--- config.mk ---
export PLATFORM = sky130hd
export DESIGN_NAME = ir_pulse_train_modulator
export DESIGN_NICKNAME = d
export VERILOG_FILES = /design/src/ir_mod_pkg.sv /design/src/pulse_timer.sv /design/src/pulse_counter.sv /design/src/ir_pulse_train_modulator.sv
export SDC_FILE = /design/constraint.sdc
export NUM_CORES = 1
export LEC_CHECK = 0
export ABC_AREA = 1
export BUFFER_PORTS_ARGS = -buffer_cell sky130_fd_sc_hd__buf_2
export CAP_MARGIN = 20
export CORE_MARGIN = 2
export CORE_UTILIZATION = 55
export CTS_BUF_LIST = sky130_fd_sc_hd__clkbuf_8
export DETAILED_ROUTE_END_ITERATION = 16
export PLACE_DENSITY = 0.8
export SLEW_MARGIN = 30
export SYNTH_ARGS = -nofsm -noshare
export SYNTH_HDL_FRONTEND = slang
export SYNTH_SLANG_ARGS = --single-unit
--- constraint.sdc ---
create_clock -name clock -period 3.6 [get_ports clock]
set_clock_uncertainty 0.1 [all_clocks]
set_input_delay 0.72 -clock clock [delete_from_list [all_inputs] [get_ports clock]]
set_output_delay 0.72 -clock clock [all_outputs]
set_load 0.005 [all_outputs]
--- src/ir_mod_pkg.sv ---
package ir_mod_pkg;

	// ------------------------------------------------------------
	// Register indices (byte address is four times the index)
	// ------------------------------------------------------------
	localparam logic [5:0] ACTIVE_PERIOD_IDX    = 6'h00;
	localparam logic [5:0] INACTIVE_PERIOD_IDX  = 6'h01;
	localparam logic [5:0] PULSE_COUNT_LOW_IDX  = 6'h02;
	localparam logic [5:0] MODULATOR_CONTROL_IDX = 6'h03;
	localparam logic [5:0] PULSE_COUNT_HIGH_IDX = 6'h04;
	localparam logic [5:0] IRQ_STATUS_IDX       = 6'h05;
	localparam logic [5:0] IRQ_MASK_IDX         = 6'h06;
	localparam logic [5:0] ENGINE_STATE_IDX     = 6'h07;

	// ------------------------------------------------------------
	// Field positions
	// ------------------------------------------------------------
	localparam int CTL_HF_BIT    = 0;
	localparam int CTL_LONG_BIT  = 1;
	localparam int CTL_PWM_BIT   = 2;
	localparam int CTL_RINT_BIT  = 3;
	localparam int CTL_WRES_BIT  = 4;
	localparam int IRQ_DONE_BIT  = 0;
	localparam int COUNT_HIGH_W  = 2;
	localparam int COUNT_LOW_W   = 8;

	// ------------------------------------------------------------
	// Reset values
	// ------------------------------------------------------------
	localparam logic [7:0] PERIOD_RESET     = 8'h00;
	localparam logic [7:0] COUNT_LOW_RESET  = 8'h00;
	localparam logic [1:0] COUNT_HIGH_RESET = 2'h0;
	localparam logic [2:0] CONTROL_RESET    = 3'h0;
	localparam logic       MASK_RESET       = 1'b1;

	// ------------------------------------------------------------
	// Timing: each phase lasts register value plus this many cycles
	// ------------------------------------------------------------
	localparam logic [8:0] PHASE_EXTRA_CYCLES = 9'h002;
	localparam int         HF_DIV_W           = 2;

	// ------------------------------------------------------------
	// Bus answers
	// ------------------------------------------------------------
	localparam logic [1:0] RESP_OKAY   = 2'b00;
	localparam logic [1:0] RESP_DECERR = 2'b11;

	typedef enum logic [2:0] {
		PHASE_IDLE     = 3'b001,
		PHASE_ACTIVE   = 3'b010,
		PHASE_INACTIVE = 3'b100
	} phase_type;

endpackage

--- src/pulse_timer.sv ---
`timescale 1ns/1ps
module pulse_timer import ir_mod_pkg::*; #(
	parameter int WIDTH = 9
) (
	input  wire logic             clock,
	input  wire logic             rst_n,
	input  wire logic             load,
	input  wire logic [WIDTH-1:0] load_value,
	input  wire logic             run,
	output logic                  expired
);

	typedef struct packed {
		logic [WIDTH-1:0] count;
	} timer_state_type;

	timer_state_type s_q;
	timer_state_type s_d;

	always_comb begin
		s_d = s_q;
		if (load) begin
			s_d.count = load_value;
		end else if (run && s_q.count != '0) begin
			s_d.count = s_q.count - 1'b1;
		end
	end

	always_ff @(posedge clock or negedge rst_n) begin
		if (!rst_n) begin
			s_q <= '0;
		end else begin
			s_q <= s_d;
		end
	end

	assign expired = run && (s_q.count == '0);

endmodule // pulse_timer

--- src/pulse_counter.sv ---
`timescale 1ns/1ps
module pulse_counter import ir_mod_pkg::*; #(
	parameter int WIDTH = 10
) (
	input  wire logic             clock,
	input  wire logic             rst_n,
	input  wire logic             load,
	input  wire logic [WIDTH-1:0] load_value,
	input  wire logic             dec,
	output logic [WIDTH-1:0]      count,
	output logic                  last
);

	typedef struct packed {
		logic [WIDTH-1:0] count;
	} counter_state_type;

	counter_state_type s_q;
	counter_state_type s_d;

	always_comb begin
		s_d = s_q;
		if (load) begin
			s_d.count = load_value;
		end else if (dec && s_q.count != '0) begin
			s_d.count = s_q.count - 1'b1;
		end
	end

	always_ff @(posedge clock or negedge rst_n) begin
		if (!rst_n) begin
			s_q <= '0;
		end else begin
			s_q <= s_d;
		end
	end

	// Zero loaded counts as one pulse, so a train never wraps
	assign count = s_q.count;
	assign last  = (s_q.count <= WIDTH'(1));

endmodule // pulse_counter

--- src/ir_pulse_train_modulator.sv ---
`timescale 1ns/1ps
module ir_pulse_train_modulator import ir_mod_pkg::*; #(
	parameter int ADDR_W  = 8,
	parameter int COUNT_W = 10,
	parameter int TIMER_W = 9
) (
	input  wire logic              clock,
	input  wire logic              rst_n,
	input  wire logic [ADDR_W-1:0] awaddr,
	input  wire logic [2:0]        awprot,
	input  wire logic              awvalid,
	output logic                   awready,
	input  wire logic [31:0]       wdata,
	input  wire logic [3:0]        wstrb,
	input  wire logic              wvalid,
	output logic                   wready,
	output logic [1:0]             bresp,
	output logic                   bvalid,
	input  wire logic              bready,
	input  wire logic [ADDR_W-1:0] araddr,
	input  wire logic [2:0]        arprot,
	input  wire logic              arvalid,
	output logic                   arready,
	output logic [31:0]            rdata,
	output logic [1:0]             rresp,
	output logic                   rvalid,
	input  wire logic              rready,
	output logic                   ir_pulse_out,
	output logic                   modulator_done_irq,
	output logic                   watchdog_kick
);

	// ------------------------------------------------------------
	// State
	// ------------------------------------------------------------
	typedef struct packed {
		logic [ADDR_W-1:0]   aw_addr;
		logic                aw_held;
		logic [7:0]          w_data;
		logic                w_lane0;
		logic                w_held;
		logic                bvalid;
		logic [1:0]          bresp;
		logic                rvalid;
		logic [1:0]          rresp;
		logic [31:0]         rdata;
		logic [7:0]          active_period;
		logic [7:0]          inactive_period;
		logic [7:0]          count_low;
		logic [1:0]          count_high;
		logic [2:0]          control;
		logic                done_flag;
		logic                done_mask;
		phase_type           phase;
		logic [HF_DIV_W-1:0] hf_div;
		logic                out;
		logic                irq;
		logic                kick;
	} state_type;

	state_type s_q;
	state_type s_d;

	logic               tmr_load;
	logic [TIMER_W-1:0] tmr_value;
	logic               tmr_expired;
	logic               cnt_load;
	logic               cnt_dec;
	logic [COUNT_W-1:0] cnt_value;
	logic               cnt_last;

	// ------------------------------------------------------------
	// Helpers
	// ------------------------------------------------------------
	function automatic logic reg_hit(input logic [ADDR_W-1:0] addr, input logic [5:0] idx);
		return addr == ADDR_W'({idx, 2'b00});
	endfunction

	function automatic logic known_reg(input logic [ADDR_W-1:0] addr);
		return addr[1:0] == 2'b00 && addr[ADDR_W-1:2] <= (ADDR_W-2)'(ENGINE_STATE_IDX);
	endfunction

	// Phase length register value plus the fixed extra; the timer
	// spends one cycle at zero, hence the minus one
	function automatic logic [TIMER_W-1:0] phase_load(input logic [7:0] period);
		return TIMER_W'(period) + TIMER_W'(PHASE_EXTRA_CYCLES) - TIMER_W'(1);
	endfunction

	// ------------------------------------------------------------
	// Timing engines
	// ------------------------------------------------------------
	pulse_timer #(
		.WIDTH      (TIMER_W)
	) u_timer (
		.clock      (clock),
		.rst_n      (rst_n),
		.load       (tmr_load),
		.load_value (tmr_value),
		.run        (s_q.phase != PHASE_IDLE),
		.expired    (tmr_expired)
	);

	pulse_counter #(
		.WIDTH      (COUNT_W)
	) u_counter (
		.clock      (clock),
		.rst_n      (rst_n),
		.load       (cnt_load),
		.load_value ({s_q.count_high, s_q.w_data}),
		.dec        (cnt_dec),
		.count      (cnt_value),
		.last       (cnt_last)
	);

	// ------------------------------------------------------------
	// Bus handshakes
	// ------------------------------------------------------------
	// Holding registers free only once the response is gone keeps one write in flight
	assign awready = !s_q.aw_held && !s_q.bvalid;
	assign wready  = !s_q.w_held && !s_q.bvalid;
	assign arready = !s_q.rvalid;

	// ------------------------------------------------------------
	// Next state
	// ------------------------------------------------------------
	always_comb begin
		logic       do_write;
		logic       lane0;
		logic       start;
		logic       set_done;
		logic       clr_done;
		logic       hf;
		logic       long_pulse;
		logic       pwm;

		s_d        = s_q;
		do_write   = 1'b0;
		lane0      = 1'b0;
		start      = 1'b0;
		set_done   = 1'b0;
		clr_done   = 1'b0;
		hf         = s_q.control[CTL_HF_BIT];
		long_pulse = s_q.control[CTL_LONG_BIT];
		pwm        = s_q.control[CTL_PWM_BIT];
		tmr_load   = 1'b0;
		tmr_value  = '0;
		cnt_load   = 1'b0;
		cnt_dec    = 1'b0;
		s_d.kick   = 1'b0;

		// Write address and data, taken in either order
		if (awvalid && awready) begin
			s_d.aw_addr = awaddr;
			s_d.aw_held = 1'b1;
		end
		if (wvalid && wready) begin
			s_d.w_data  = wdata[7:0];
			s_d.w_lane0 = wstrb[0];
			s_d.w_held  = 1'b1;
		end
		if (bvalid && bready) begin
			s_d.bvalid = 1'b0;
		end

		if (s_q.aw_held && s_q.w_held && !s_q.bvalid) begin
			do_write    = 1'b1;
			lane0       = s_q.w_lane0;
			s_d.aw_held = 1'b0;
			s_d.w_held  = 1'b0;
			s_d.bvalid  = 1'b1;
			s_d.bresp   = known_reg(s_q.aw_addr) ? RESP_OKAY : RESP_DECERR;
		end

		// Register writes; only byte lane 0 carries data
		if (do_write && lane0) begin
			if (reg_hit(s_q.aw_addr, ACTIVE_PERIOD_IDX)) begin
				s_d.active_period = s_q.w_data;
			end
			if (reg_hit(s_q.aw_addr, INACTIVE_PERIOD_IDX)) begin
				s_d.inactive_period = s_q.w_data;
			end
			if (reg_hit(s_q.aw_addr, PULSE_COUNT_HIGH_IDX)) begin
				s_d.count_high = s_q.w_data[COUNT_HIGH_W-1:0];
			end
			if (reg_hit(s_q.aw_addr, PULSE_COUNT_LOW_IDX)) begin
				s_d.count_low = s_q.w_data;
				// Ignored while busy or while the previous done is unserviced
				start = (s_q.phase == PHASE_IDLE) && !s_q.done_flag;
			end
			if (reg_hit(s_q.aw_addr, MODULATOR_CONTROL_IDX)) begin
				s_d.control = s_q.w_data[2:0];
				s_d.kick    = s_q.w_data[CTL_WRES_BIT];
				clr_done    = s_q.w_data[CTL_RINT_BIT];
			end
			if (reg_hit(s_q.aw_addr, IRQ_STATUS_IDX) && s_q.w_data[IRQ_DONE_BIT]) begin
				clr_done = 1'b1;
			end
			if (reg_hit(s_q.aw_addr, IRQ_MASK_IDX)) begin
				s_d.done_mask = s_q.w_data[IRQ_DONE_BIT];
			end
		end

		// Reads
		if (rvalid && rready) begin
			s_d.rvalid = 1'b0;
		end
		if (arvalid && arready) begin
			s_d.rvalid = 1'b1;
			s_d.rresp  = known_reg(araddr) ? RESP_OKAY : RESP_DECERR;
			s_d.rdata  = '0;
			unique case (1'b1)
				reg_hit(araddr, ACTIVE_PERIOD_IDX):     s_d.rdata[7:0] = s_q.active_period;
				reg_hit(araddr, INACTIVE_PERIOD_IDX):   s_d.rdata[7:0] = s_q.inactive_period;
				reg_hit(araddr, PULSE_COUNT_LOW_IDX):   s_d.rdata[7:0] = s_q.count_low;
				reg_hit(araddr, PULSE_COUNT_HIGH_IDX):  s_d.rdata[1:0] = s_q.count_high;
				reg_hit(araddr, MODULATOR_CONTROL_IDX): s_d.rdata[2:0] = s_q.control;
				reg_hit(araddr, IRQ_STATUS_IDX):        s_d.rdata[0]   = s_q.done_flag;
				reg_hit(araddr, IRQ_MASK_IDX):          s_d.rdata[0]   = s_q.done_mask;
				reg_hit(araddr, ENGINE_STATE_IDX): begin
					s_d.rdata[2:0]                 = s_q.phase;
					s_d.rdata[3]                   = s_q.out;
					s_d.rdata[8 +: COUNT_W]        = cnt_value;
				end
				default: s_d.rdata = '0;
			endcase
		end

		// --------------------------------------------------------
		// Pulse engine
		// --------------------------------------------------------
		unique case (s_q.phase)
			PHASE_IDLE: begin
				if (start) begin
					s_d.phase = PHASE_ACTIVE;
					tmr_load  = 1'b1;
					tmr_value = phase_load(s_q.active_period);
					cnt_load  = 1'b1;
				end
			end
			PHASE_ACTIVE: begin
				if (tmr_expired) begin
					if (long_pulse) begin
						// Off time ignored: one long low pulse of count active times
						cnt_dec = 1'b1;
						if (cnt_last) begin
							s_d.phase = PHASE_IDLE;
							set_done  = 1'b1;
						end else begin
							tmr_load  = 1'b1;
							tmr_value = phase_load(s_q.active_period);
						end
					end else if (pwm) begin
						// Continuous train; counter left alone
						s_d.phase = PHASE_INACTIVE;
						tmr_load  = 1'b1;
						tmr_value = phase_load(s_q.inactive_period);
					end else begin
						cnt_dec = 1'b1;
						if (cnt_last) begin
							s_d.phase = PHASE_IDLE;
							set_done  = 1'b1;
						end else begin
							s_d.phase = PHASE_INACTIVE;
							tmr_load  = 1'b1;
							tmr_value = phase_load(s_q.inactive_period);
						end
					end
				end
			end
			PHASE_INACTIVE: begin
				if (tmr_expired) begin
					s_d.phase = PHASE_ACTIVE;
					tmr_load  = 1'b1;
					tmr_value = phase_load(s_q.active_period);
				end
			end
			default: begin
				s_d.phase = PHASE_IDLE;
			end
		endcase

		// High-frequency carrier divider restarts with each active phase
		if (s_d.phase == PHASE_ACTIVE && (s_q.phase != PHASE_ACTIVE || tmr_load)) begin
			s_d.hf_div = '0;
		end else begin
			s_d.hf_div = s_q.hf_div + 1'b1;
		end

		// Output low while active, optionally chopped at a quarter of the clock
		if (s_d.phase == PHASE_ACTIVE) begin
			s_d.out = hf ? s_d.hf_div[HF_DIV_W-1] : 1'b0;
		end else begin
			s_d.out = 1'b1;
		end

		// New done wins over a clear in the same cycle
		s_d.done_flag = (s_q.done_flag && !clr_done) || set_done;
		s_d.irq       = s_d.done_flag && s_d.done_mask;
	end

	// ------------------------------------------------------------
	// Registers
	// ------------------------------------------------------------
	always_ff @(posedge clock or negedge rst_n) begin
		if (!rst_n) begin
			s_q                 <= '0;
			s_q.active_period   <= PERIOD_RESET;
			s_q.inactive_period <= PERIOD_RESET;
			s_q.count_low       <= COUNT_LOW_RESET;
			s_q.count_high      <= COUNT_HIGH_RESET;
			s_q.control         <= CONTROL_RESET;
			s_q.done_mask       <= MASK_RESET;
			s_q.done_flag       <= 1'b0;
			s_q.phase           <= PHASE_IDLE;
			s_q.out             <= 1'b1;
		end else begin
			s_q <= s_d;
		end
	end

	// ------------------------------------------------------------
	// Outputs
	// ------------------------------------------------------------
	assign bvalid             = s_q.bvalid;
	assign bresp              = s_q.bresp;
	assign rvalid             = s_q.rvalid;
	assign rresp              = s_q.rresp;
	assign rdata              = s_q.rdata;
	assign ir_pulse_out       = s_q.out;
	assign modulator_done_irq = s_q.irq;
	assign watchdog_kick      = s_q.kick;

endmodule // ir_pulse_train_modulator

==> metrics.yaml, run 1 <==
gp_congestion: 0.8702
synth_flop_cell: "dfrtp_1"
seqPwrFrac: 0.520
finalCoreUtilization: 0.6105
grt_antenna_before_repair: 0
drc: 0
track_usage: 0.2432
p_clk_frac: 0.274
htreeDepth: 3
power.leakage_uw: 0.003059
synth_largest_area_cell: "dfrtp_1"
cap_viol_max_count: 0
dp_cells: 868
insertedDiodeCount: 0
clk_pin_slew_ns: 0.10
r2r_end: "u_timer.s_q[4]$_DFFE_PN0P_"
cp.depth: 8
drt_iter0_drc: 272
port_buffers: 61
ys_seq_elements: 99
end_kind: "flip-flop"
hp-class: "in2async"
setup_viol: 0
p_sw_frac: 0.3266
peakVddDrop_mv: 0.3863
r2r_start: "u_counter.count[0]$_DFFE_PN0P_"
postCtsHoldBufs: 0
slowest_delay_ns: 0.43
critical_path.cell_chain: "buf_2, inv_1, nand2_1, nor3_1, nand2_1, o21ai_0, nor3_1, o21ai_0"
crit_required_ns: 3.78
netlist.area_leader.share: 0.4338
critPathKind: "in2reg"
grt_pass1_wl_um: 21250
met2_length_um: 5933
die_h_um: 104.3
cts_buffer_depth: 2
die_w_um: 104.3
die-area_um2: 10890
endpoint: "rdata[1]$_DFFE_PN0P_"
period_share: 0.6010
rows: 36
crit_path_max_fanout: 13
ant_nets: 0
dr.pass1.iters: 5
p_total_uw: 2588
max_freq_mhz: 462.2
ys_seq_area_frac: 0.4480
num_io_pins: 109
powerDensity_nw_per_um2: 433.7
synth_common_cells: "180 x nand2_1, 96 x dfrtp_1, 75 x inv_1"
async_flop_share: 1.000
start_util: 0.5666
worst-path-buf-inv: 2
topRoutingLayerUsed: "met4"
wl_per_cell_um: 14.25
p_sw_uw: 845.1
vias_per_cell: 5.247
status: "finished, final reports clean"
avgSynthCellArea_um2: 7.844
synth_cell_types: 41
r2r_slack_ns: 1.47
cts_tree: "built"
wirelength_um: 12600
mappedNetlistArea_um2: 5538
cts-resized-gates: 0
intPower_uw: 1743
cts-buffers-inserted: 9
first_global_vias: 4561
maxSlewViolCount: 0
critPathArrivalTime_ns: 2.34
critPathLaunch: "araddr[0]"
drt-met1-wl_um: 5579
min_period_ns: 2.164
drive_above_1_share: 0.1625
fin_cells: 884
vias: 4638
r2r_cells: 11
post-cts-setup-buffers: 0
final_nets: 817
cp-start-kind: "input port"
finalHoldViolations: 0
wl_met3_um: 733
syn_to_final_growth_pct: 7.750
synth_most_common_cell: "nand2_1"
rsz0062_at_grt: "false"
tns_ns: 0
yosys_warnings: 0
synthesis.instances: 706
dp_hpwl_um: 9640
synthTopCellsByArea: "dfrtp_1 43%, nand2_1 12%, inv_1 5.1%"
coreArea_um2: 9774
grt_start_max_net_pins: 69
combPwrFrac: 0.206
clk_latency_ns: 0.38
path_delay_family: "simple AND/OR/NAND/NOR gates"
synth-edff-count: 0
worst_pin_slew_ns: 0.8539
slew_headroom: 0.4307
clock-root-buffer: "clkbuf_8"
cts.sinks: 99
slowest_stage: "nand2_1"
grt_overflow: 0
## registers in the layout, indices dropped and copies added (netlist names)
signal              count
rdata                  18
ir_pulse_out            1
s_q                    55
bresp                   1
watchdog_kick           1
u_timer.s_q             9
modulator_done_irq      1
rvalid                  1
u_counter.count        10
bvalid                  1
rresp                   1
## power groups by stage
stage	sequential [uW]	combinational, uW	clock, uW
after floorplan	1340	388	0
after global placement	1360	509	0
after detailed placement	1370	532	0
after CTS	1340	537	725
after global routing	1360	604	774
final	1350	532	710
## worst register-to-register path: stages, from the launching register on
cell and delay [ns]:
dfrtp_1 0.42, inv_1 0.14, ha_1 0.29, nor2_1 0.10, nor2_2 0.18, nand3_2 0.13
nand2_2 0.13, nand3_4 0.13, nor2_4 0.21, nor2_1 0.08, nand2_1 0.07, nand2_1 0.04
## through the flow
| stage | hold WS (ns) | instance area, um2 | worst slack, ns |
|---|---|---|---|
| after global placement | 0.3306 | 5773 | 1.116 |
| after detailed placement | 0.3419 | 5773 | 1.106 |
| after CTS | 0.3614 | 5967 | 1.468 |
| final | 0.3345 | 5967 | 1.436 |
| after floorplan | 0.3161 | 5587 | 1.769 |
| after global routing | 0.3856 | 5967 | 1.285 |
## routing by layer
| layer | vias to the layer above | GRT usage |
|---|---|---|
| met3 | 27 | 0.05138 |
| met2 | 152 | 0.4029 |
| met5 | - | 0 |
| li1 | 2293 | - |
| met4 | 0 | 0.08301 |
| met1 | 2166 | 0.3169 |
## cell type report
type                    count  area (um2)
clock inverters             7       70.07
repair buffers             63       335.3
clock buffers               9       123.9
well taps                 133       166.4
fillers                   905        3807
flip-flops and latches     99        2481
multi-input cells         491        2482
inverters                  82       307.8
## how the worst min path moves through the flow
stage                startpoint                    to  slack [ns]  cells after the start
6_report                  rst_n    bvalid$_DFFE_PN0P_        0.33                      1
5_1_grt        s_q[3]$_DFF_PN0_      s_q[3]$_DFF_PN0_        0.39                      1
4_1_cts        s_q[3]$_DFF_PN0_      s_q[3]$_DFF_PN0_        0.36                      1
3_5_place_dp   s_q[3]$_DFF_PN0_      s_q[3]$_DFF_PN0_        0.34                      1
3_3_place_gp   s_q[3]$_DFF_PN0_      s_q[3]$_DFF_PN0_        0.33                      1
2_1_floorplan             rst_n  bresp[0]$_DFFE_PN0P_        0.32                      0
## cells by family after synthesis
group | Yosys count | share of synthesized area
compound gates | 98 | 0.09625
xor+xnor | 21 | 0.03321
fa+ha+maj | 6 | 0.01356
buf+inv | 129 | 0.1125
flops | 99 | 0.4480
mux | 3 | 0.006100
other cells | 1 | 0.0006772
simple gates | 349 | 0.2897
## placed cells by master (no fill, tap or decap), drive strengths merged, types with 14 or more instances in the layout
| cell type | Yosys | layout |
|---|---|---|
| a21oi | 24 | 24 |
| buf | 39 | 63 |
| conb | 1 | 14 |
| dfrtp | 96 | 96 |
| inv | 82 | 85 |
| nand2 | 189 | 189 |
| nand3 | 49 | 49 |
| nor2 | 77 | 77 |
| nor3 | 18 | 18 |
| o21ai | 58 | 58 |
| xor2 | 15 | 15 |
(Power assumes the default switching activity.)
==> run 2: changes to the inputs <==
==> constraint.sdc (replaced) <==
create_clock -name clock -period 2.1 [get_ports clock]
set_clock_uncertainty 0.1 [all_clocks]
set_input_delay 0.42 -clock clock [delete_from_list [all_inputs] [get_ports clock]]
set_output_delay 0.42 -clock clock [all_outputs]
set_load 0.005 [all_outputs]
==> metrics.yaml, run 2 (synthesized netlist as in run 1, its figures left out) <==
min_period_ns: 1.995
syn_to_final_growth_pct: 11.12
grt_antenna_before_repair: 0
die_w_um: 104.3
finalCoreUtilization: 0.6295
wl_per_cell_um: 14.54
grt_start_max_net_pins: 62
htreeDepth: 3
ant_nets: 0
intPower_uw: 3161
crit_path_max_fanout: 8
cts_buffer_depth: 2
num_io_pins: 109
maxSlewViolCount: 0
start_util: 0.5666
p_sw_uw: 1457
port_buffers: 61
peakVddDrop_mv: 0.6648
clk_latency_ns: 0.38
combPwrFrac: 0.206
regMostFlops: "s_q"
drt_iter0_drc: 392
clk_pin_slew_ns: 0.09
slew_headroom: 0.6712
vias: 4742
track_usage: 0.2497
cts.sinks: 99
final_nets: 835
coreArea_um2: 9774
rows: 36
slowest_delay_ns: 0.43
insertedDiodeCount: 0
max_freq_mhz: 501.2
critPathArrivalTime_ns: 2.21
dp_hpwl_um: 9863
status: "finished, final reports clean"
period_share: 0.9502
largest_reg_flops: 55
vias_per_cell: 5.257
end_kind: "flip-flop"
clock-root-buffer: "clkbuf_8"
die-area_um2: 10890
drive_above_1_share: 0.1834
worst_pin_slew_ns: 0.4894
cp-start-kind: "flip-flop"
crit_required_ns: 2.31
critical_path.cell_chain: "inv_1, ha_4, nor2_1, nor2_2, nand3_2, nand2_2, nand3_4, nor2_4, buf_4, nand2_1, nand2_1"
drc: 0
critPathKind: "reg2reg"
p_total_uw: 4617
layout_common_cells: "180 x nand2_1, 96 x dfrtp_1, 76 x inv_1"
powerDensity_nw_per_um2: 750.3
setup_viol: 0
final_common_cell: "nand2_1"
wirelength_um: 13110
p_sw_frac: 0.3155
rsz0062_at_grt: "true"
grt_overflow: 0
first_global_vias: 4602
worst_hold_slack_ns: 0.1353
gp_congestion: 0.8867
p_clk_frac: 0.295
cap_viol_max_count: 0
cpMostUsedCell: "nand2_1"
dr.pass1.iters: 5
cts_tree: "built"
seqPwrFrac: 0.499
power.leakage_uw: 0.003156
cts-buffers-inserted: 9
die_h_um: 104.3
tns_ns: 0
slowest_stage: "dfrtp_1"
hp-class: "in2reg"
finalHoldViolations: 0
grt_pass1_wl_um: 21720
==> run 2: cell types whose count changed in the layout (fill, tap and decap cells not counted), sizes merged <==
cell and change:
clkbuf +1, bufinv +1, clkinv -1, dlygate4sd3 +1, inv -1, nor2 +1
buf +16
==> run 2: path summary, 6_finish.rpt <==
path                                                      from                    endpoint  slack (ns)  depth (start not counted)
worst max-delay path            u_counter.count[0]$_DFFE_PN0P_  u_timer.s_q[3]$_DFFE_PN0P_        0.10                         11
worst min register to register                s_q[3]$_DFF_PN0_            s_q[3]$_DFF_PN0_        0.37                          1
worst min-delay path                                    bready          bvalid$_DFFE_PN0P_        0.14                          2
max in group asynchronous                                rst_n      ir_pulse_out$_DFF_PN1_        0.90                          3
min in group asynchronous                                rst_n         s_q[79]$_DFFE_PN0P_        0.35                          2
worst max register to register  u_counter.count[0]$_DFFE_PN0P_  u_timer.s_q[3]$_DFFE_PN0P_        0.10                         11
==> run 2: power groups by stage <==
stage | Clock (uW) | Sequential, uW | Combinational, uW
after CTS | 1380 | 2300 | 956
after global placement | 0 | 2320 | 902
final | 1360 | 2300 | 952
after global routing | 1470 | 2330 | 1080
after detailed placement | 0 | 2340 | 946
after floorplan | 0 | 2290 | 666
==> run 2: cell type report <==
class / count / area (um2)
sequential: 99 / 2481
tap: 133 / 166.4
inverter: 82 / 307.8
clock buffer: 10 / 137.6
multi-input combinational: 492 / 2507
timing repair buffer: 80 / 465.4
fill: 877 / 3621
clock inverter: 6 / 87.58
==> run 2: routing by layer <==
layer | global-route usage | vias to the layer above | routed length [um]
met5 | 0 | - | 0
li1 | - | 2331 | -
met2 | 0.4183 | 187 | 6312
met4 | 0.06467 | 0 | 187
met1 | 0.3292 | 2202 | 5660
met3 | 0.05451 | 22 | 952
==> run 2: per-stage QoR <==
| step | setup WS [ns] | cell area, um2 | cells |
|---|---|---|---|
| detailed placement | 0.1136 | 5871 | 881 |
| global route | -0.03881 | 6153 | 902 |
| global placement | 0.1525 | 5871 | 881 |
| floorplan | 0.3393 | 5587 | 719 |
| finish | 0.1046 | 6153 | 902 |
| CTS | 0.07312 | 6106 | 898 |
==> run 2: repair_timing <==
item                       CTS  global route
hold endpoints to repair    15             0
resized for setup            0             3
hold buffers                 1             0
setup endpoints to repair    0            13
buffers inserted             0             3
==> run 2: worst max-delay path: cells and delay by family (launching register included) <==
kind	cells	cell delay, ns
DFF	1	0.43
buffers and inverters	2	0.33
and+or+nand+nor	8	0.88
adders and majority gates	1	0.19
==> run 3: changes to the inputs <==
--- a/config.mk
+++ b/config.mk
@@ -8,11 +8,12 @@
 export ABC_AREA = 1
 export BUFFER_PORTS_ARGS = -buffer_cell sky130_fd_sc_hd__buf_2
 export CAP_MARGIN = 20
-export CORE_MARGIN = 2
+export CORE_MARGIN = 1
 export CORE_UTILIZATION = 55
 export CTS_BUF_LIST = sky130_fd_sc_hd__clkbuf_8
 export DETAILED_ROUTE_END_ITERATION = 16
 export PLACE_DENSITY = 0.8
+export RECOVER_POWER = 100
 export SLEW_MARGIN = 30
 export SYNTH_ARGS = -nofsm -noshare
 export SYNTH_HDL_FRONTEND = slang
==> constraint.sdc (replaced) <==
create_clock -name clock -period 2.1 [get_ports clock]
set_clock_uncertainty 0.1 [all_clocks]
set_input_delay 0 -clock clock [delete_from_list [all_inputs] [get_ports clock]]
set_output_delay 0 -clock clock [all_outputs]
set_load 0.005 [all_outputs]
==> metrics.yaml, run 3 (synthesized netlist as in run 1, its figures left out) <==
p_total_uw: 4616
wirelength_um: 13260
grt_overflow: 0
hp-class: "in2reg"
clk_pin_slew_ns: 0.10
wl_per_cell_um: 14.46
r2r_start: "u_counter.count[1]$_DFFE_PN0P_"
regMostFlops: "s_q"
grt_start_max_net_pins: 59
start_util: 0.5666
peakVddDrop_mv: 0.6389
final_area_um2: 6248
hold_start: "araddr[1]"
final_nets: 850
vias_per_cell: 5.200
period_share: 0.9265
hold_end: "rresp[0]$_DFFE_PN0P_"
gp_congestion: 0.9910
first_global_vias: 4716
htreeDepth: 3
r2r_cells: 11
ant_nets: 0
insertedDiodeCount: 0
track_usage: 0.2822
die_w_um: 102.3
die_h_um: 102.3
clk_latency_ns: 0.37
finalCoreUtilization: 0.6393
drive_above_1_share: 0.1429
final_common_cell: "nand2_1"
cts-buffers-inserted: 9
slew_headroom: 0.1568
cap_viol_max_count: 0
clock-root-buffer: "clkbuf_8"
cts.sinks: 99
setup_viol: 0
end_kind: "flip-flop"
crit_required_ns: 2.26
cp-start-kind: "flip-flop"
critPathKind: "reg2reg"
worst_slack_ns: 0.1544
max_freq_mhz: 514.0
vias: 4768
r2r_end: "u_timer.s_q[7]$_DFFE_PN0P_"
place_area_um2: 5848
rows: 36
drc: 0
rsz0062_at_grt: "false"
coreArea_um2: 9774
finalHoldViolations: 0
status: "finished, final reports clean"
power.leakage_uw: 0.003130
maxSlewViolCount: 0
tns_ns: 0
layout_common_cells: "180 x nand2_1, 96 x dfrtp_1, 76 x inv_1"
drt_iter0_drc: 285
cts_tree: "built"
largest_reg_flops: 55
syn_to_final_growth_pct: 12.83
min_path_cells: 5
cts_buffer_depth: 2
num_io_pins: 109
detailedPlace.worstSlack_ns: 0.1281
grt_antenna_before_repair: 0
critPathArrivalTime_ns: 2.10
crit_path_max_fanout: 10
powerDensity_nw_per_um2: 738.7
port_buffers: 61
worst_pin_slew_ns: 1.265
dp_hpwl_um: 9788
min_period_ns: 1.946
dr.pass1.iters: 5
die-area_um2: 10470
r2r_slack_ns: 0.15
grt_pass1_wl_um: 22430
==> run 3: timing repair <==
action,4_1_cts,5_1_grt
endpoints found under the setup margin,0,14
hold buffers,23,0
hold endpoints to repair,118,0
buffers inserted,0,0
resized for setup,0,3
==> run 3: critical path, stage by stage (launching register included) <==
cell     delay (ns)
dfrtp_1        0.42
inv_1          0.16
ha_4           0.18
nor2_1         0.05
nor2_2         0.15
nand3_2        0.12
nand2_2        0.12
inv_2          0.05
nor2_4         0.21
o21ai_0        0.13
nand2_1        0.08
nand2_1        0.04
==> run 3: layout make-up <==
type,instances,area [um2]
Multi-Input combinational cell,491,2486
Sequential cell,99,2481
Tap cell,133,166.4
Inverter,82,307.8
Clock inverter,7,101.3
Clock buffer,9,123.9
Fill cell,882,3526
Timing Repair Buffer,96,581.8
==> run 3: how the worst max path moves through the flow <==
| stage | slack (ns) | from | cells after the start | end |
|---|---|---|---|---|
| CTS | 0.09 | u_counter.count[0]$_DFFE_PN0P_ | 10 | u_timer.s_q[0]$_DFFE_PN0P_ |
| finish | 0.15 | u_counter.count[1]$_DFFE_PN0P_ | 11 | u_timer.s_q[7]$_DFFE_PN0P_ |
| detailed placement | 0.13 | u_counter.count[0]$_DFFE_PN0P_ | 11 | u_timer.s_q[4]$_DFFE_PN0P_ |
| global placement | 0.17 | u_counter.count[0]$_DFFE_PN0P_ | 11 | u_timer.s_q[4]$_DFFE_PN0P_ |
| floorplan | 0.34 | u_counter.count[0]$_DFFE_PN0P_ | 11 | u_timer.s_q[4]$_DFFE_PN0P_ |
| global route | 0.003 | u_counter.count[1]$_DFFE_PN0P_ | 11 | u_timer.s_q[4]$_DFFE_PN0P_ |
==> run 3: power breakdown <==
| group | leakage, uW | switching (uW) | total [uW] | internal (uW) |
|---|---|---|---|---|
| Combinational | 0.00171 | 616 | 930 | 314 |
| Clock | 0.000117 | 691 | 1370 | 684 |
| Sequential | 0.00130 | 170 | 2310 | 2140 |
==> run 3: per-layer routing <==
| layer | wire length (um) | track usage |
|---|---|---|
| met3 | 658 | 0.04104 |
| met4 | 420 | 0.1220 |
| met5 | 0 | 0 |
| met1 | 5755 | 0.3607 |
| met2 | 6429 | 0.4786 |
==> run 3: stage by stage <==
| step | std cells | hold WS [ns] |
|---|---|---|
| after floorplan | 719 | -0.3956 |
| after global placement | 878 | -0.1647 |
| after detailed placement | 878 | -0.1660 |
| after CTS | 917 | 0.009460 |
| after global routing | 917 | 0.03699 |
| final | 917 | 0.02567 |
